===== src/rtl/drive_seq_map.vh =====
// Constants and field map of the drive positioning sequencer
`ifndef DRIVE_SEQ_MAP_VH
`define DRIVE_SEQ_MAP_VH
// Control word bits
`define CB_JOG_UP     0
`define CB_JOG_DN     1
`define CB_TAKE_TGT   2
`define CB_PERMIT     4
`define CB_NO_LOOP    6
`define CB_READJ      10
`define CB_TOGGLE     13
`define CB_ERR_ACK    14
// Status word bits
`define SB_ON_TGT     0
`define SB_TOGGLE     2
`define SB_SUPPLY     4
`define SB_ABORTED    5
`define SB_RUNNING    6
`define SB_REVERSE    8
`define SB_BLOCK      10
`define SB_DISPLACED  11
`define SB_BAD_TGT    12
`define SB_NO_SUPPLY  13
`define STATUS_RST    16'h0100
// Whole control words
`define CW_STOP       16'h0000
`define CW_PERMIT     16'h0010
`define CW_POS        16'h0014
`define CW_JOG_UP     16'h0011
`define CW_JOG_DN     16'h0012
// Position figures in steps (400 steps per rotation)
`define OVERSHOOT     32'h000000FA
`define DEV_LIMIT     32'h00000001
`define UPPER_RST     32'h7FFFFFFF
`define LOWER_RST     32'h80000000
// Blocking: threshold percent and time
`define BLOCK_PCT     16'h001E
`define BLOCK_FRAC    32'h0000028F
`define BLOCK_MS      200
`define CLK_KHZ       10000
`define BLOCK_CYC     (`BLOCK_MS * `CLK_KHZ)
`define CTR_W         24
// Register offsets of the plain port (word index)
`define RA_CTRL       4'h0
`define RA_TARGET     4'h1
`define RA_LOOP       4'h2
`define RA_VMAX_POS   4'h3
`define RA_VMAX_JOG   4'h4
`define RA_ACCEL      4'h5
`define RA_DECEL      4'h6
`define RA_I_START    4'h7
`define RA_I_RUN      4'h8
`define RA_T_START    4'h9
`define RA_WINDOW     4'hA
`define RA_UPPER      4'hB
`define RA_LOWER      4'hC
`define RA_STATUS     4'hD
`define RA_ACTUAL     4'hE
`endif


===== src/rtl/drive_positioning_sequencer.v =====
// Run sequencer of a fieldbus positioning drive
`timescale 1ns/1ps
`include "drive_seq_map.vh"
module drive_positioning_sequencer (
   input  wire        clk_i,
   input  wire        nrst_i,
   input  wire        operational_i,
   input  wire        pdo_valid_i,
   input  wire [15:0] pdo_ctrl_i,
   input  wire [31:0] pdo_target_i,
   input  wire [3:0]  addr_i,
   input  wire [31:0] wdata_i,
   input  wire        wr_i,
   input  wire        rd_i,
   input  wire [31:0] actual_i,
   input  wire [31:0] encoder_i,
   input  wire [15:0] speed_i,
   input  wire        standstill_i,
   input  wire        supply_ok_i,
   input  wire        at_target_i,
   output reg  [31:0] rdata_o,
   output reg  [31:0] goal_o,
   output reg         move_o,
   output reg  [15:0] vmax_o,
   output reg  [15:0] ramp_o,
   output reg  [15:0] ilimit_o,
   output reg         hold_o,
   output reg  [15:0] status_o
);

   // Sequencer states, one-hot
   localparam [6:0] S_IDLE  = 7'h01;
   localparam [6:0] S_OVER  = 7'h02;
   localparam [6:0] S_APPR  = 7'h04;
   localparam [6:0] S_CHECK = 7'h08;
   localparam [6:0] S_JOG   = 7'h10;
   localparam [6:0] S_BRAKE = 7'h20;
   localparam [6:0] S_DONE  = 7'h40;

   reg [6:0]  state;
   reg [15:0] ctrl;
   reg [31:0] target;
   reg        tgt_valid;
   reg        tgt_new;
   reg [31:0] loop_len;
   reg [15:0] vmax_pos;
   reg [15:0] vmax_jog;
   reg [15:0] accel;
   reg [15:0] decel;
   reg [15:0] i_start;
   reg [15:0] i_run;
   reg [`CTR_W-1:0] t_start;
   reg [31:0] window;
   reg [31:0] upper;
   reg [31:0] lower;
   reg [`CTR_W-1:0] start_cnt;
   reg [`CTR_W-1:0] block_cnt;
   reg        retried;
   reg        looped;
   reg        run_jog;
   reg        settled;
   reg        readj_ok;
   reg        prev_ack;
   reg        prev_permit;
   reg [31:0] rest_pos;

   // Absolute difference of two positions
   function [31:0] absdiff;
      input [31:0] a;
      input [31:0] b;
      begin
         absdiff = ($signed(a) > $signed(b)) ? a - b : b - a;
      end
   endfunction

   // A new control word from either path
   wire        pdo_take  = pdo_valid_i & operational_i;
   wire        sdo_ctrl  = wr_i & (addr_i == `RA_CTRL);
   wire        new_word  = pdo_take | sdo_ctrl;
   wire [15:0] word      = pdo_take ? pdo_ctrl_i : wdata_i[15:0];
   wire        permit    = ctrl[`CB_PERMIT];
   wire        direct    = ctrl[`CB_NO_LOOP] | (loop_len == 32'h00000000);
   wire        loop_neg  = loop_len[31];
   wire [15:0] vsel      = run_jog ? vmax_jog : vmax_pos;
   wire [31:0] spd_lim   = vsel * `BLOCK_PCT;
   wire        slow      = ({speed_i, 16'h0000} < spd_lim * `BLOCK_FRAC);
   wire        moving    = (state != S_IDLE) & (state != S_DONE);
   wire [31:0] dev       = absdiff(actual_i, encoder_i);
   wire [31:0] shift     = absdiff(actual_i, rest_pos);
   // Displacement is measured from where the last good run came to rest
   wire        left_win  = settled & (shift > window);
   wire        against   = loop_neg ? ($signed(actual_i) > $signed(rest_pos))
                                    : ($signed(actual_i) < $signed(rest_pos));
   wire        ack_edge  = ctrl[`CB_ERR_ACK] & ~prev_ack;
   // Target taken with bit 2 from a process object, or written directly
   wire        tgt_pdo   = pdo_take & pdo_ctrl_i[`CB_TAKE_TGT];
   wire        tgt_sdo   = wr_i & (addr_i == `RA_TARGET);
   wire [31:0] new_tgt   = tgt_pdo ? pdo_target_i : wdata_i;
   // Loop mode of the word that carries the target, not of the previous word
   wire        dir_in    = (tgt_pdo ? pdo_ctrl_i[`CB_NO_LOOP] : ctrl[`CB_NO_LOOP]) |
                           (loop_len == 32'h00000000);
   wire        tgt_bad   = (loop_neg & ~dir_in & (new_tgt == upper)) |
                           (~loop_neg & ~dir_in & (new_tgt == lower)) |
                           ($signed(new_tgt) > $signed(upper)) |
                           ($signed(new_tgt) < $signed(lower));
   wire        perm_rise = permit & ~prev_permit;
   // Positioning start: permission rise, or fresh target with permission
   wire        pos_go    = (perm_rise | (tgt_new & permit)) &
                           tgt_valid & ~ctrl[`CB_JOG_UP] & ~ctrl[`CB_JOG_DN];
   wire        jog_go    = permit & (ctrl[`CB_JOG_UP] ^ ctrl[`CB_JOG_DN]);
   wire        behind    = loop_neg ? ($signed(target) > $signed(actual_i))
                                    : ($signed(target) < $signed(actual_i));

   // Register writes and target acceptance
   always @(posedge clk_i) begin
      if (!nrst_i) begin
         ctrl      <= 16'h0000;
         target    <= 32'h00000000;
         tgt_valid <= 1'b0;
         tgt_new   <= 1'b0;
         loop_len  <= 32'h00000000;
         vmax_pos  <= 16'h0000;
         vmax_jog  <= 16'h0000;
         accel     <= 16'h0000;
         decel     <= 16'h0000;
         i_start   <= 16'h0000;
         i_run     <= 16'h0000;
         t_start   <= {`CTR_W{1'b0}};
         window    <= 32'h00000000;
         upper     <= `UPPER_RST;
         lower     <= `LOWER_RST;
      end else begin
         if (new_word) begin
            ctrl <= word;
         end
         // Fresh target starts a run one cycle later, once target and mode bits have landed
         tgt_new <= (tgt_pdo | tgt_sdo) & ~moving & ~tgt_bad;
         if ((tgt_pdo | tgt_sdo) & ~moving & ~tgt_bad) begin
            target    <= new_tgt;
            tgt_valid <= 1'b1;
         end else if ((tgt_pdo | tgt_sdo) & ~moving) begin
            tgt_valid <= 1'b0;
         end
         if (wr_i) begin
            case (addr_i)
               `RA_LOOP:     loop_len <= wdata_i;
               `RA_VMAX_POS: vmax_pos <= wdata_i[15:0];
               `RA_VMAX_JOG: vmax_jog <= wdata_i[15:0];
               `RA_ACCEL:    accel    <= wdata_i[15:0];
               `RA_DECEL:    decel    <= wdata_i[15:0];
               `RA_I_START:  i_start  <= wdata_i[15:0];
               `RA_I_RUN:    i_run    <= wdata_i[15:0];
               `RA_T_START:  t_start  <= wdata_i[`CTR_W-1:0];
               `RA_WINDOW:   window   <= wdata_i;
               `RA_UPPER:    upper    <= wdata_i;
               `RA_LOWER:    lower    <= wdata_i;
               default:      ;
            endcase
         end
      end
   end

   // Run sequencer and status flags
   always @(posedge clk_i) begin
      if (!nrst_i) begin
         state       <= S_IDLE;
         goal_o      <= 32'h00000000;
         move_o      <= 1'b0;
         hold_o      <= 1'b0;
         status_o    <= `STATUS_RST;
         start_cnt   <= {`CTR_W{1'b0}};
         block_cnt   <= {`CTR_W{1'b0}};
         retried     <= 1'b0;
         looped      <= 1'b0;
         run_jog     <= 1'b0;
         settled     <= 1'b0;
         readj_ok    <= 1'b0;
         prev_ack    <= 1'b0;
         prev_permit <= 1'b0;
         rest_pos    <= 32'h00000000;
      end else begin
         prev_ack    <= ctrl[`CB_ERR_ACK];
         prev_permit <= permit;
         status_o[`SB_SUPPLY]  <= supply_ok_i;
         status_o[`SB_RUNNING] <= ~standstill_i;
         if (new_word) begin
            status_o[`SB_TOGGLE] <= word[`CB_TOGGLE];
         end
         if (ack_edge) begin
            status_o[`SB_ABORTED]   <= 1'b0;
            status_o[`SB_BLOCK]     <= 1'b0;
            status_o[`SB_DISPLACED] <= 1'b0;
            status_o[`SB_BAD_TGT]   <= 1'b0;
            status_o[`SB_NO_SUPPLY] <= 1'b0;
         end
         if ((tgt_pdo | tgt_sdo) & ~moving) begin
            status_o[`SB_BAD_TGT] <= tgt_bad;
         end
         // Startup current window and blocking timer
         if (start_cnt != {`CTR_W{1'b0}}) begin
            start_cnt <= start_cnt - 1'b1;
         end
         if (moving & (state != S_BRAKE) & slow & (start_cnt == {`CTR_W{1'b0}})) begin
            block_cnt <= block_cnt + 1'b1;
         end else begin
            block_cnt <= {`CTR_W{1'b0}};
         end
         case (state)
            S_IDLE, S_DONE: begin
               move_o <= 1'b0;
               if (!standstill_i) begin
                  // Wait for standstill before taking a new command
               end else if (jog_go) begin
                  run_jog   <= 1'b1;
                  goal_o    <= ctrl[`CB_JOG_UP] ? upper : lower;
                  move_o    <= 1'b1;
                  hold_o    <= 1'b0;
                  settled   <= 1'b0;
                  readj_ok  <= 1'b0;
                  start_cnt <= t_start;
                  status_o[`SB_ON_TGT]  <= 1'b0;
                  status_o[`SB_ABORTED] <= 1'b0;
                  if (ctrl[`CB_JOG_UP] == loop_neg) begin
                     status_o[`SB_REVERSE] <= 1'b1;
                  end
                  state <= S_JOG;
               end else if (pos_go | (settled & readj_ok & permit & ctrl[`CB_READJ] &
                        left_win & (against | direct) & supply_ok_i)) begin
                  run_jog   <= 1'b0;
                  retried   <= 1'b0;
                  hold_o    <= 1'b0;
                  settled   <= 1'b0;
                  start_cnt <= t_start;
                  status_o[`SB_ON_TGT]    <= 1'b0;
                  status_o[`SB_ABORTED]   <= 1'b0;
                  status_o[`SB_BLOCK]     <= 1'b0;
                  status_o[`SB_DISPLACED] <= 1'b0;
                  status_o[`SB_NO_SUPPLY] <= ~supply_ok_i;
                  move_o    <= 1'b1;
                  looped    <= ~direct;
                  // Loop: back off 5/8 rotation when target behind or after reverse
                  if (~direct & (behind | status_o[`SB_REVERSE])) begin
                     goal_o <= loop_neg ? target + `OVERSHOOT : target - `OVERSHOOT;
                     status_o[`SB_REVERSE] <= 1'b1;
                     state  <= S_OVER;
                  end else begin
                     goal_o <= target;
                     state  <= S_APPR;
                  end
               end else if (settled & left_win & ~(against | direct)) begin
                  status_o[`SB_DISPLACED] <= 1'b1;
                  status_o[`SB_ON_TGT]    <= 1'b0;
                  settled <= 1'b0;
               end else if (settled & readj_ok & permit & ctrl[`CB_READJ] & left_win) begin
                  status_o[`SB_BLOCK]     <= 1'b1;
                  status_o[`SB_NO_SUPPLY] <= 1'b1;
                  settled <= 1'b0;
               end else if (settled & left_win) begin
                  status_o[`SB_DISPLACED] <= 1'b1;
                  status_o[`SB_ON_TGT]    <= 1'b0;
                  settled <= 1'b0;
               end
            end
            S_OVER: begin
               if (at_target_i) begin
                  goal_o <= target;
                  state  <= S_APPR;
               end
            end
            S_APPR: begin
               if (at_target_i) begin
                  move_o <= 1'b0;
                  state  <= S_CHECK;
               end
            end
            S_CHECK: begin
               if (standstill_i) begin
                  if (dev > `DEV_LIMIT) begin
                     if (retried) begin
                        status_o[`SB_BLOCK] <= 1'b1;
                        hold_o <= 1'b1;
                        state  <= S_DONE;
                     end else begin
                        retried <= 1'b1;
                        start_cnt <= t_start;
                        move_o  <= 1'b1;
                        state   <= S_APPR;
                     end
                  end else begin
                     status_o[`SB_ON_TGT] <= 1'b1;
                     if (looped) begin
                        status_o[`SB_REVERSE] <= 1'b0;
                     end
                     settled  <= 1'b1;
                     readj_ok <= 1'b1;
                     rest_pos <= actual_i;
                     hold_o   <= 1'b1;
                     state    <= S_DONE;
                  end
               end
            end
            S_JOG: begin
               if (~jog_go) begin
                  move_o <= 1'b0;
                  state  <= S_BRAKE;
               end
            end
            S_BRAKE: begin
               if (standstill_i) begin
                  hold_o <= 1'b1;
                  state  <= S_DONE;
               end
            end
            default: state <= S_IDLE;
         endcase
         // Permission clear aborts, blocking aborts; both override the sequence
         if (moving & (state != S_BRAKE) & ~permit) begin
            move_o   <= 1'b0;
            readj_ok <= 1'b0;
            if (!run_jog) begin
               status_o[`SB_ABORTED] <= 1'b1;
            end
            state <= S_BRAKE;
         end else if (block_cnt >= `BLOCK_CYC) begin
            move_o   <= 1'b0;
            hold_o   <= 1'b1;
            status_o[`SB_BLOCK] <= 1'b1;
            state    <= S_DONE;
         end
      end
   end

   // Speed, ramp and current selection
   always @(posedge clk_i) begin
      if (!nrst_i) begin
         vmax_o   <= 16'h0000;
         ramp_o   <= 16'h0000;
         ilimit_o <= 16'h0000;
      end else begin
         vmax_o   <= vsel;
         ramp_o   <= move_o ? accel : decel;
         ilimit_o <= (start_cnt != {`CTR_W{1'b0}}) ? i_start : i_run;
      end
   end

   // Read data, one cycle after the strobe
   always @(posedge clk_i) begin
      if (!nrst_i) begin
         rdata_o <= 32'h00000000;
      end else if (rd_i) begin
         case (addr_i)
            `RA_CTRL:     rdata_o <= {16'h0000, ctrl};
            `RA_TARGET:   rdata_o <= target;
            `RA_LOOP:     rdata_o <= loop_len;
            `RA_VMAX_POS: rdata_o <= {16'h0000, vmax_pos};
            `RA_VMAX_JOG: rdata_o <= {16'h0000, vmax_jog};
            `RA_ACCEL:    rdata_o <= {16'h0000, accel};
            `RA_DECEL:    rdata_o <= {16'h0000, decel};
            `RA_I_START:  rdata_o <= {16'h0000, i_start};
            `RA_I_RUN:    rdata_o <= {16'h0000, i_run};
            `RA_T_START:  rdata_o <= {{(32-`CTR_W){1'b0}}, t_start};
            `RA_WINDOW:   rdata_o <= window;
            `RA_UPPER:    rdata_o <= upper;
            `RA_LOWER:    rdata_o <= lower;
            `RA_STATUS:   rdata_o <= {16'h0000, status_o};
            `RA_ACTUAL:   rdata_o <= actual_i;
            default:      rdata_o <= 32'h00000000;
         endcase
      end else begin
         rdata_o <= 32'h00000000;
      end
   end

endmodule


===== config.mk =====
export PLATFORM = sky130hd
export DESIGN_NAME = drive_positioning_sequencer
export DESIGN_NICKNAME = d
export VERILOG_FILES = /design/src/rtl/drive_positioning_sequencer.v
export VERILOG_INCLUDE_DIRS = /design/src /design/src/rtl
export SDC_FILE = /design/constraint.sdc
export NUM_CORES = 2
export LEC_CHECK = 0
export BUFFER_PORTS_ARGS = -buffer_cell sky130_fd_sc_hd__buf_2
export CAP_MARGIN = 20
export CORE_MARGIN = 8
export CORE_UTILIZATION = 32
export CTS_CLUSTER_SIZE = 16
export DETAILED_ROUTE_END_ITERATION = 8
export GPL_TIMING_DRIVEN = 0
export PLACE_DENSITY_LB_ADDON = 0.25
export SYNTH_ARGS = -nofsm -noshare
export SYNTH_HDL_FRONTEND = slang
export SYNTH_SLANG_ARGS = --single-unit
export TNS_END_PERCENT = 20

===== constraint.sdc =====
create_clock -name clk_i -period 14.85 [get_ports clk_i]
set_input_delay 2.97 -clock clk_i [delete_from_list [all_inputs] [get_ports clk_i]]
set_output_delay 2.97 -clock clk_i [all_outputs]
set_load 0.03 [all_outputs]

# Word-level counts from Yosys, hierarchy flattened
# Cells that the tools add are included.
# Widths: inputs -> output; s select.
[op_classes]
addsub = 8
multipliers = 2
n_lt_le_gt_ge = 11
eq_ne = 60
n_mux = 126
bitwise_logic = 60
reduce_logical = 39
[op_table]
columns = ["op", "count"]
rows = [
  ["$pmux 32 s15", 1],
  ["$mux 32", 10],
  ["$mux 24", 7],
  ["$gt 32x32->1", 5],
  ["$sub 32x32->32", 4],
  ["$lt 32x32->1", 3],
  ["$mux 7", 11],
  ["$mux 1", 76],
  ["$eq 32x32->1", 2],
  ["$mux 16", 4],
  ["$pmux 32 s2", 1],
  ["$pmux 24 s2", 1],
  ["$pmux 7 s6", 1],
  ["$add 32x8->32 const B", 1],
  ["$and 1x1->1", 32],
  ["$gt 32x1->1 const B", 1],
  ["$logic_not 32->1", 1],
  ["$lt 32x31->1", 1],
  ["$sub 32x8->32 const B", 1],
  ["$mul 20x10->30 const B", 1],
  ["$eq 4x4->1 const B", 7],
  ["$ne 4x4->1 const B", 7],
  ["$ne 3x3->1 const B", 9],
  ["$ne 2x2->1 const B", 13],
  ["other kinds (44)", 106],
]
[word_totals]
reg_bits = 516
output_inout_bits = 130

# Logic depth before layout (Yosys ltp)
[depth]
word_depth = 14
depth_mapped = 52

# Worst setup path after synthesis
# Ideal clock, no wire load.
[synth_path]
kind = "reg-to-reg"
start = "register run_jog"
end = "register block_cnt[15]"
setup_ns = 0.128
arrival_ns = 11.426
t_required_ns = 14.722
slack_ns = 3.297
stages_incl_launch_ff = 52
n_path_buf = 2
synth_period_minus_slack_ns = 11.553
cell_sequence = "dfxtp_1 clkbuf_1 mux2i_1 inv_1 fa_1 xor2_1 ha_1 ha_1 a31o_2 a21oi_1 o21ai_0 a21oi_1 o21ai_0 a21oi_1 o21ai_0 a41oi_1 a21oi_1 and2_1 (+16 left out) a21oi_1 nor2_1 o21ai_0 nand2b_1 a21oi_1 nand3_1 a31o_2 a21oi_1 xnor2_1 ha_1 nand4b_1 nor2_1 nand4_1 nor4_1 nand4_1 o41ai_1 clkbuf_1 nor2_1"
[synth_between]
elab_chain_len = 7
[synth_rtl]
columns = ["item", "line_no", "source"]
rows = [
  ["from (decl)", "drive_positioning_sequencer.v:60", "reg run_jog;"],
  ["from (signal assigned)", "drive_positioning_sequencer.v:175", "run_jog <= 1'b0;"],
  ["from (signal assigned)", "drive_positioning_sequencer.v:214", "run_jog <= 1'b1;"],
  ["from (signal assigned)", "drive_positioning_sequencer.v:229", "run_jog <= 1'b0;"],
  ["$mux 16", "drive_positioning_sequencer.v:84", "wire [15:0] vsel = run_jog ? vmax_jog : vmax_pos;"],
  ["$mul 16x4->20 (no line)", "n/a", ""],
  ["net spd_lim[1]", "drive_positioning_sequencer.v:85", "wire [31:0] spd_lim = vsel * `BLOCK_PCT;"],
  ["$mul 20x10->30 (no line)", "n/a", ""],
  ["$lt 32x31->1 (no line)", "n/a", ""],
  ["$and 1x1->1 (2 in a row)", "drive_positioning_sequencer.v:203", "if (moving & (state != S_BRAKE) & slow & (start_cnt == {`CTR_W{1'b0}})) begin"],
  ["$reduce_and 2->1 (no line)", "n/a", ""],
  ["to (signal assigned)", "drive_positioning_sequencer.v:172", "block_cnt <= {`CTR_W{1'b0}};"],
  ["to (signal assigned)", "drive_positioning_sequencer.v:204", "block_cnt <= block_cnt + 1'b1;"],
  ["to (signal assigned)", "drive_positioning_sequencer.v:206", "block_cnt <= {`CTR_W{1'b0}};"],
  ["to (decl)", "drive_positioning_sequencer.v:57", "reg [`CTR_W-1:0] block_cnt;"],
]
# The timed path passes the listed nets, and every way through them passes these cells.
# A chain may end at the register's enable or synchronous reset.

# Final worst setup path
[layout_path]
start = "register run_jog"
end = "register block_cnt[7]"
[layout_between]
elab_chain_len = 7
[layout_rtl]
columns = ["item", "line_no"]
rows = [
  ["$mux 16", "drive_positioning_sequencer.v:84"],
  ["$mul 16x4->20 (no line)", "n/a"],
  ["$mul 20x10->30 (no line)", "n/a"],
  ["$lt 32x31->1 (no line)", "n/a"],
  ["$and 1x1->1 (2 in a row)", "drive_positioning_sequencer.v:203"],
  ["$reduce_and 2->1 (no line)", "n/a"],
]
# No other way between the ends.

==> results.txt <==
Leaving out fill and tap cells, the most frequent cells in the layout are nand2_1, dfxtp_1, a21oi_1. Routability-driven placement finished with a final weighted congestion of 1.01. TritonCTS built the clock tree. Once detail routing completed, the nets flagged for antenna violations numbered 0.

The final period utilization is 90.9%. The standard cell with the maximum stage delay on the critical path is mux2i_1. The tools report the placement-stage worst setup slack as 519 ps. The worst-case IR drop observed on VDD is 0.0000915 V.

The core footprint is 123000 um2. The logs give 0 for the count of endpoints failing setup in the final report and 0 for the number of violations of the max-capacitance limit. The number of hold buffers added after CTS was 0. The finished cells cover 45400 um2.

The number of antenna violations at the first check in global routing was 19. For this design the total switching power over the nets is 1610 uW. The number of global-route vias before repair was 37700. In the synthesized netlist, the number of instances is 5030.

The cell that appears most often on the critical path is o21ai_0. The tools report the number of design rule violations left after detail routing as 0. Net switching is 35.6% of the power. Counting flops with an async set or reset pin after synthesis yields a share of 0%. The run gives 303 as the number of primary I/O pins. The flow ran to the end, and the final reports show no timing, DRC or antenna violations. The number of levels in the clock H-tree is 2, and the wire length after detailed routing is 182000 um. At the pin with the least slew margin, the transition time is 1220 ps. The classification of the worst-slack hold path is flop to flop. The total die area is 135000 um2.

For the first-pass iteration count of the detailed router, the log shows 6. Counting the fill cells in the layout gives 13000. The share of post-route cells with drive strength above 1 works out to 9.46%. Setup repair after global routing left no endpoint under its margin. Dividing total power by cell area gives a power density of 99.4 nW/um2.

In the synthesized netlist the dominant register cell turns out to be dfxtp_1. Across the whole layout, storage elements account for 10300 um2. The startpoint-to-endpoint class of the critical path was flop to flop. Area of the multi-input gates: 26700 um2. Global routing finished with a remaining overflow of 0. The DRC marker count from the first detailed-route iteration came out at 4113. The maximum number of pins on one net before global-route repair was 21; the final core utilization was 36.9%. Across all setup checks in the final design, the least slack found is 1350 ps. The first-pass GRT wire length is 259000 um, and the routed wire length per instance is 25.6 um. The TritonCTS buffer count came out at 61. Internal power comes to 2910 uW. The floorplan step set the die width to 368 um. Clock skew on the completed layout was measured at 38.7 ps.

The startpoint class of the critical path is a flop. The post-DP HPWL was 148000 um; the biggest fanout along the worst timing path was 10. After detailed placement, the total cell area comes to 43200 um2. The total clock sinks is 515. For the maximum clock path buffer count, the log shows 3. The library cell used most frequently in the layout, excluding fill and tap cells, is nand2_1. The number of warnings issued by yosys is 0, and the proportion of synthesized chip area in sequential cells is 26.0%.

Final hold analysis gives a worst-case slack of 452 ps. The tools report the netlist area before placement as 39600 um2. In the global route stage, overall resource usage came out at 25.4%.

Subtracting the final worst setup slack from the clock period gives 13500 ps. Post-CTS timing repair inserted 0 buffers for setup. The tools report the number of max-slew violations in the final report as 0. The routed layout has 39400 vias. The netlist uses 91 different library cells. The delay contributed by the slowest stage of the critical path is 840 ps.

In this run, the combinational gates consume 29.7% of the power. The layout overhead on the synthesized area was 14.7%; the data arrival time at the worst-slack endpoint was 14030 ps. The clock latency at the later pin of the worst-skew pair is 680 ps, and the count of flip-flops with a built-in enable after synthesis is 0.

In this run the clock root is driven by a clkbuf_16. Each instance of the synthesized netlist takes up on average 7.88 um2. For the number of standard-cell rows in the floorplan, the log shows 129. The number of flip-flops and latches in the synthesized netlist was 515.

For the max-slew headroom at the worst pin, the log shows 18.5%. Sequential cells account for 33.7% of the total power. Clock-pin slew was measured on the worst setup and hold paths at 60 ps.

The y dimension of the die is 368 um. For this configuration, the core starts out at a cell density of 32.1%. The worst endpoint required time came out at 15380 ps. Based on the critical path, the design can be clocked at up to 74.1 MHz. During placement, the flow inserted port buffers numbering 288. Per report_power, the clock group accounts for 36.6% of the total. The aggregate negative setup slack came out at 0 ps. The per-cell via count in the routed design is 5.55, and the number of endpoints with negative hold slack in the final report is 0. Leakage power: 0.0194 uW. The capturing element type of the critical path was a flop. After the last flow step, the layout net total stands at 6098.
cells in the mapped netlist (43+ instances only):
library cell	count	area, um2
mux2i_1	138	1380
ha_1	445	5570
a22oi_1	98	736
nor3_1	68	340
fa_1	88	1760
a21o_1	116	871
mux2_2	43	484
nand4_1	66	413
a31oi_1	61	382
clkbuf_1	237	890
inv_1	401	1510
dfxtp_1	515	10300
nand2_1	781	2930
xor2_1	79	692
nand3_1	121	606
o211ai_1	66	495
nor2_1	316	1190
a221oi_1	45	394
o21ai_0	191	956
a21oi_1	469	2350
xnor2_1	104	911
flip-flops by register name, summed over array words and instances, names as in the netlist, 32 cells and up:
| register | cells |
|---|---|
| goal_o | 32 |
| loop_len | 32 |
| lower | 32 |
| rdata_o | 32 |
| rest_pos | 32 |
| target | 32 |
| upper | 32 |
| window | 32 |
worst max-delay path: cells and delay by family (launching register included):
| family | cells | cell delay (ps) |
|---|---|---|
| and+or+nand+nor | 13 | 2190 |
| DFF | 1 | 590 |
| AOI/OAI and AO/OA | 16 | 3540 |
| adders and majority gates | 10 | 4410 |
| xor gates and xnor gates | 1 | 90 |
| buffers and inverters | 5 | 1360 |
| muxes | 2 | 1130 |
repair_timing:
| item | 4_1_cts | 5_1_grt |
|---|---|---|
| endpoints found under the hold margin | 0 | 0 |
| endpoints found under the setup margin | 0 | 24 |
| resized for setup | 0 | 2 |
metrics by stage:
step                cells  total power, uW
global route         7083             4720
finish               7089             4520
detailed placement   6966             2860
global placement     6960             2850
floorplan            5035             2420
CTS                  7080             4520
kinds of logic (layout without fill, tap and decap cells):
| family | Yosys count | count (layout) | synth area share, % |
|---|---|---|---|
| multiplexers | 181 | 181 | 4.71 |
| XOR/XNOR | 183 | 183 | 4.04 |
| other | 1 | 15 | 0.00946 |
| buffers and inverters | 690 | 1098 | 6.85 |
| AND/OR/NAND/NOR | 1569 | 1569 | 17.6 |
| AO/OA/AOI/OAI | 1358 | 1358 | 22.3 |
| adder cells (fa/ha/maj) | 533 | 533 | 18.5 |
| flip-flops | 515 | 515 | 26.0 |
cell type report:
cell class                 count  area share [%]
buffer                       287            2.65
multi-input combinational   3830            58.7
clock inverter                32           0.986
inverter                     402            3.32
antenna                        9          0.0496
sequential                   515            22.7
timing repair buffer         295            3.36
clock buffer                  82            3.80
tap                         1637            4.51
layer usage:
metal | global-route usage (%) | share of wire (%) | vias to the layer above
li1 | - | - | 18400
met1 | 33.1 | 42 | 18800
met2 | 40.5 | 44 | 1708
met3 | 4.32 | 7.7 | 380
met4 | 12.4 | 5.7 | 4
met5 | 0 | 0.014 | -
power by group through the flow:
stage | combinational, uW | sequential [uW] | clock (uW)
2_1_floorplan | 886 | 1530 | 0
3_3_place_gp | 1310 | 1540 | 0
3_5_place_dp | 1320 | 1540 | 0
4_1_cts | 1330 | 1510 | 1680
5_1_grt | 1460 | 1520 | 1730
6_report | 1340 | 1520 | 1650
path summary, 6_finish.rpt:
kind             endpoint  slack, ps  startpoint  depth (start not counted)
max          block_cnt[7]       1350     run_jog                         47
min            goal_o[21]        450  goal_o[21]                          2
max reg2reg  block_cnt[7]       1350     run_jog                         47
min reg2reg    goal_o[21]        450  goal_o[21]                          2
Power figures use the tool's default switching activity.
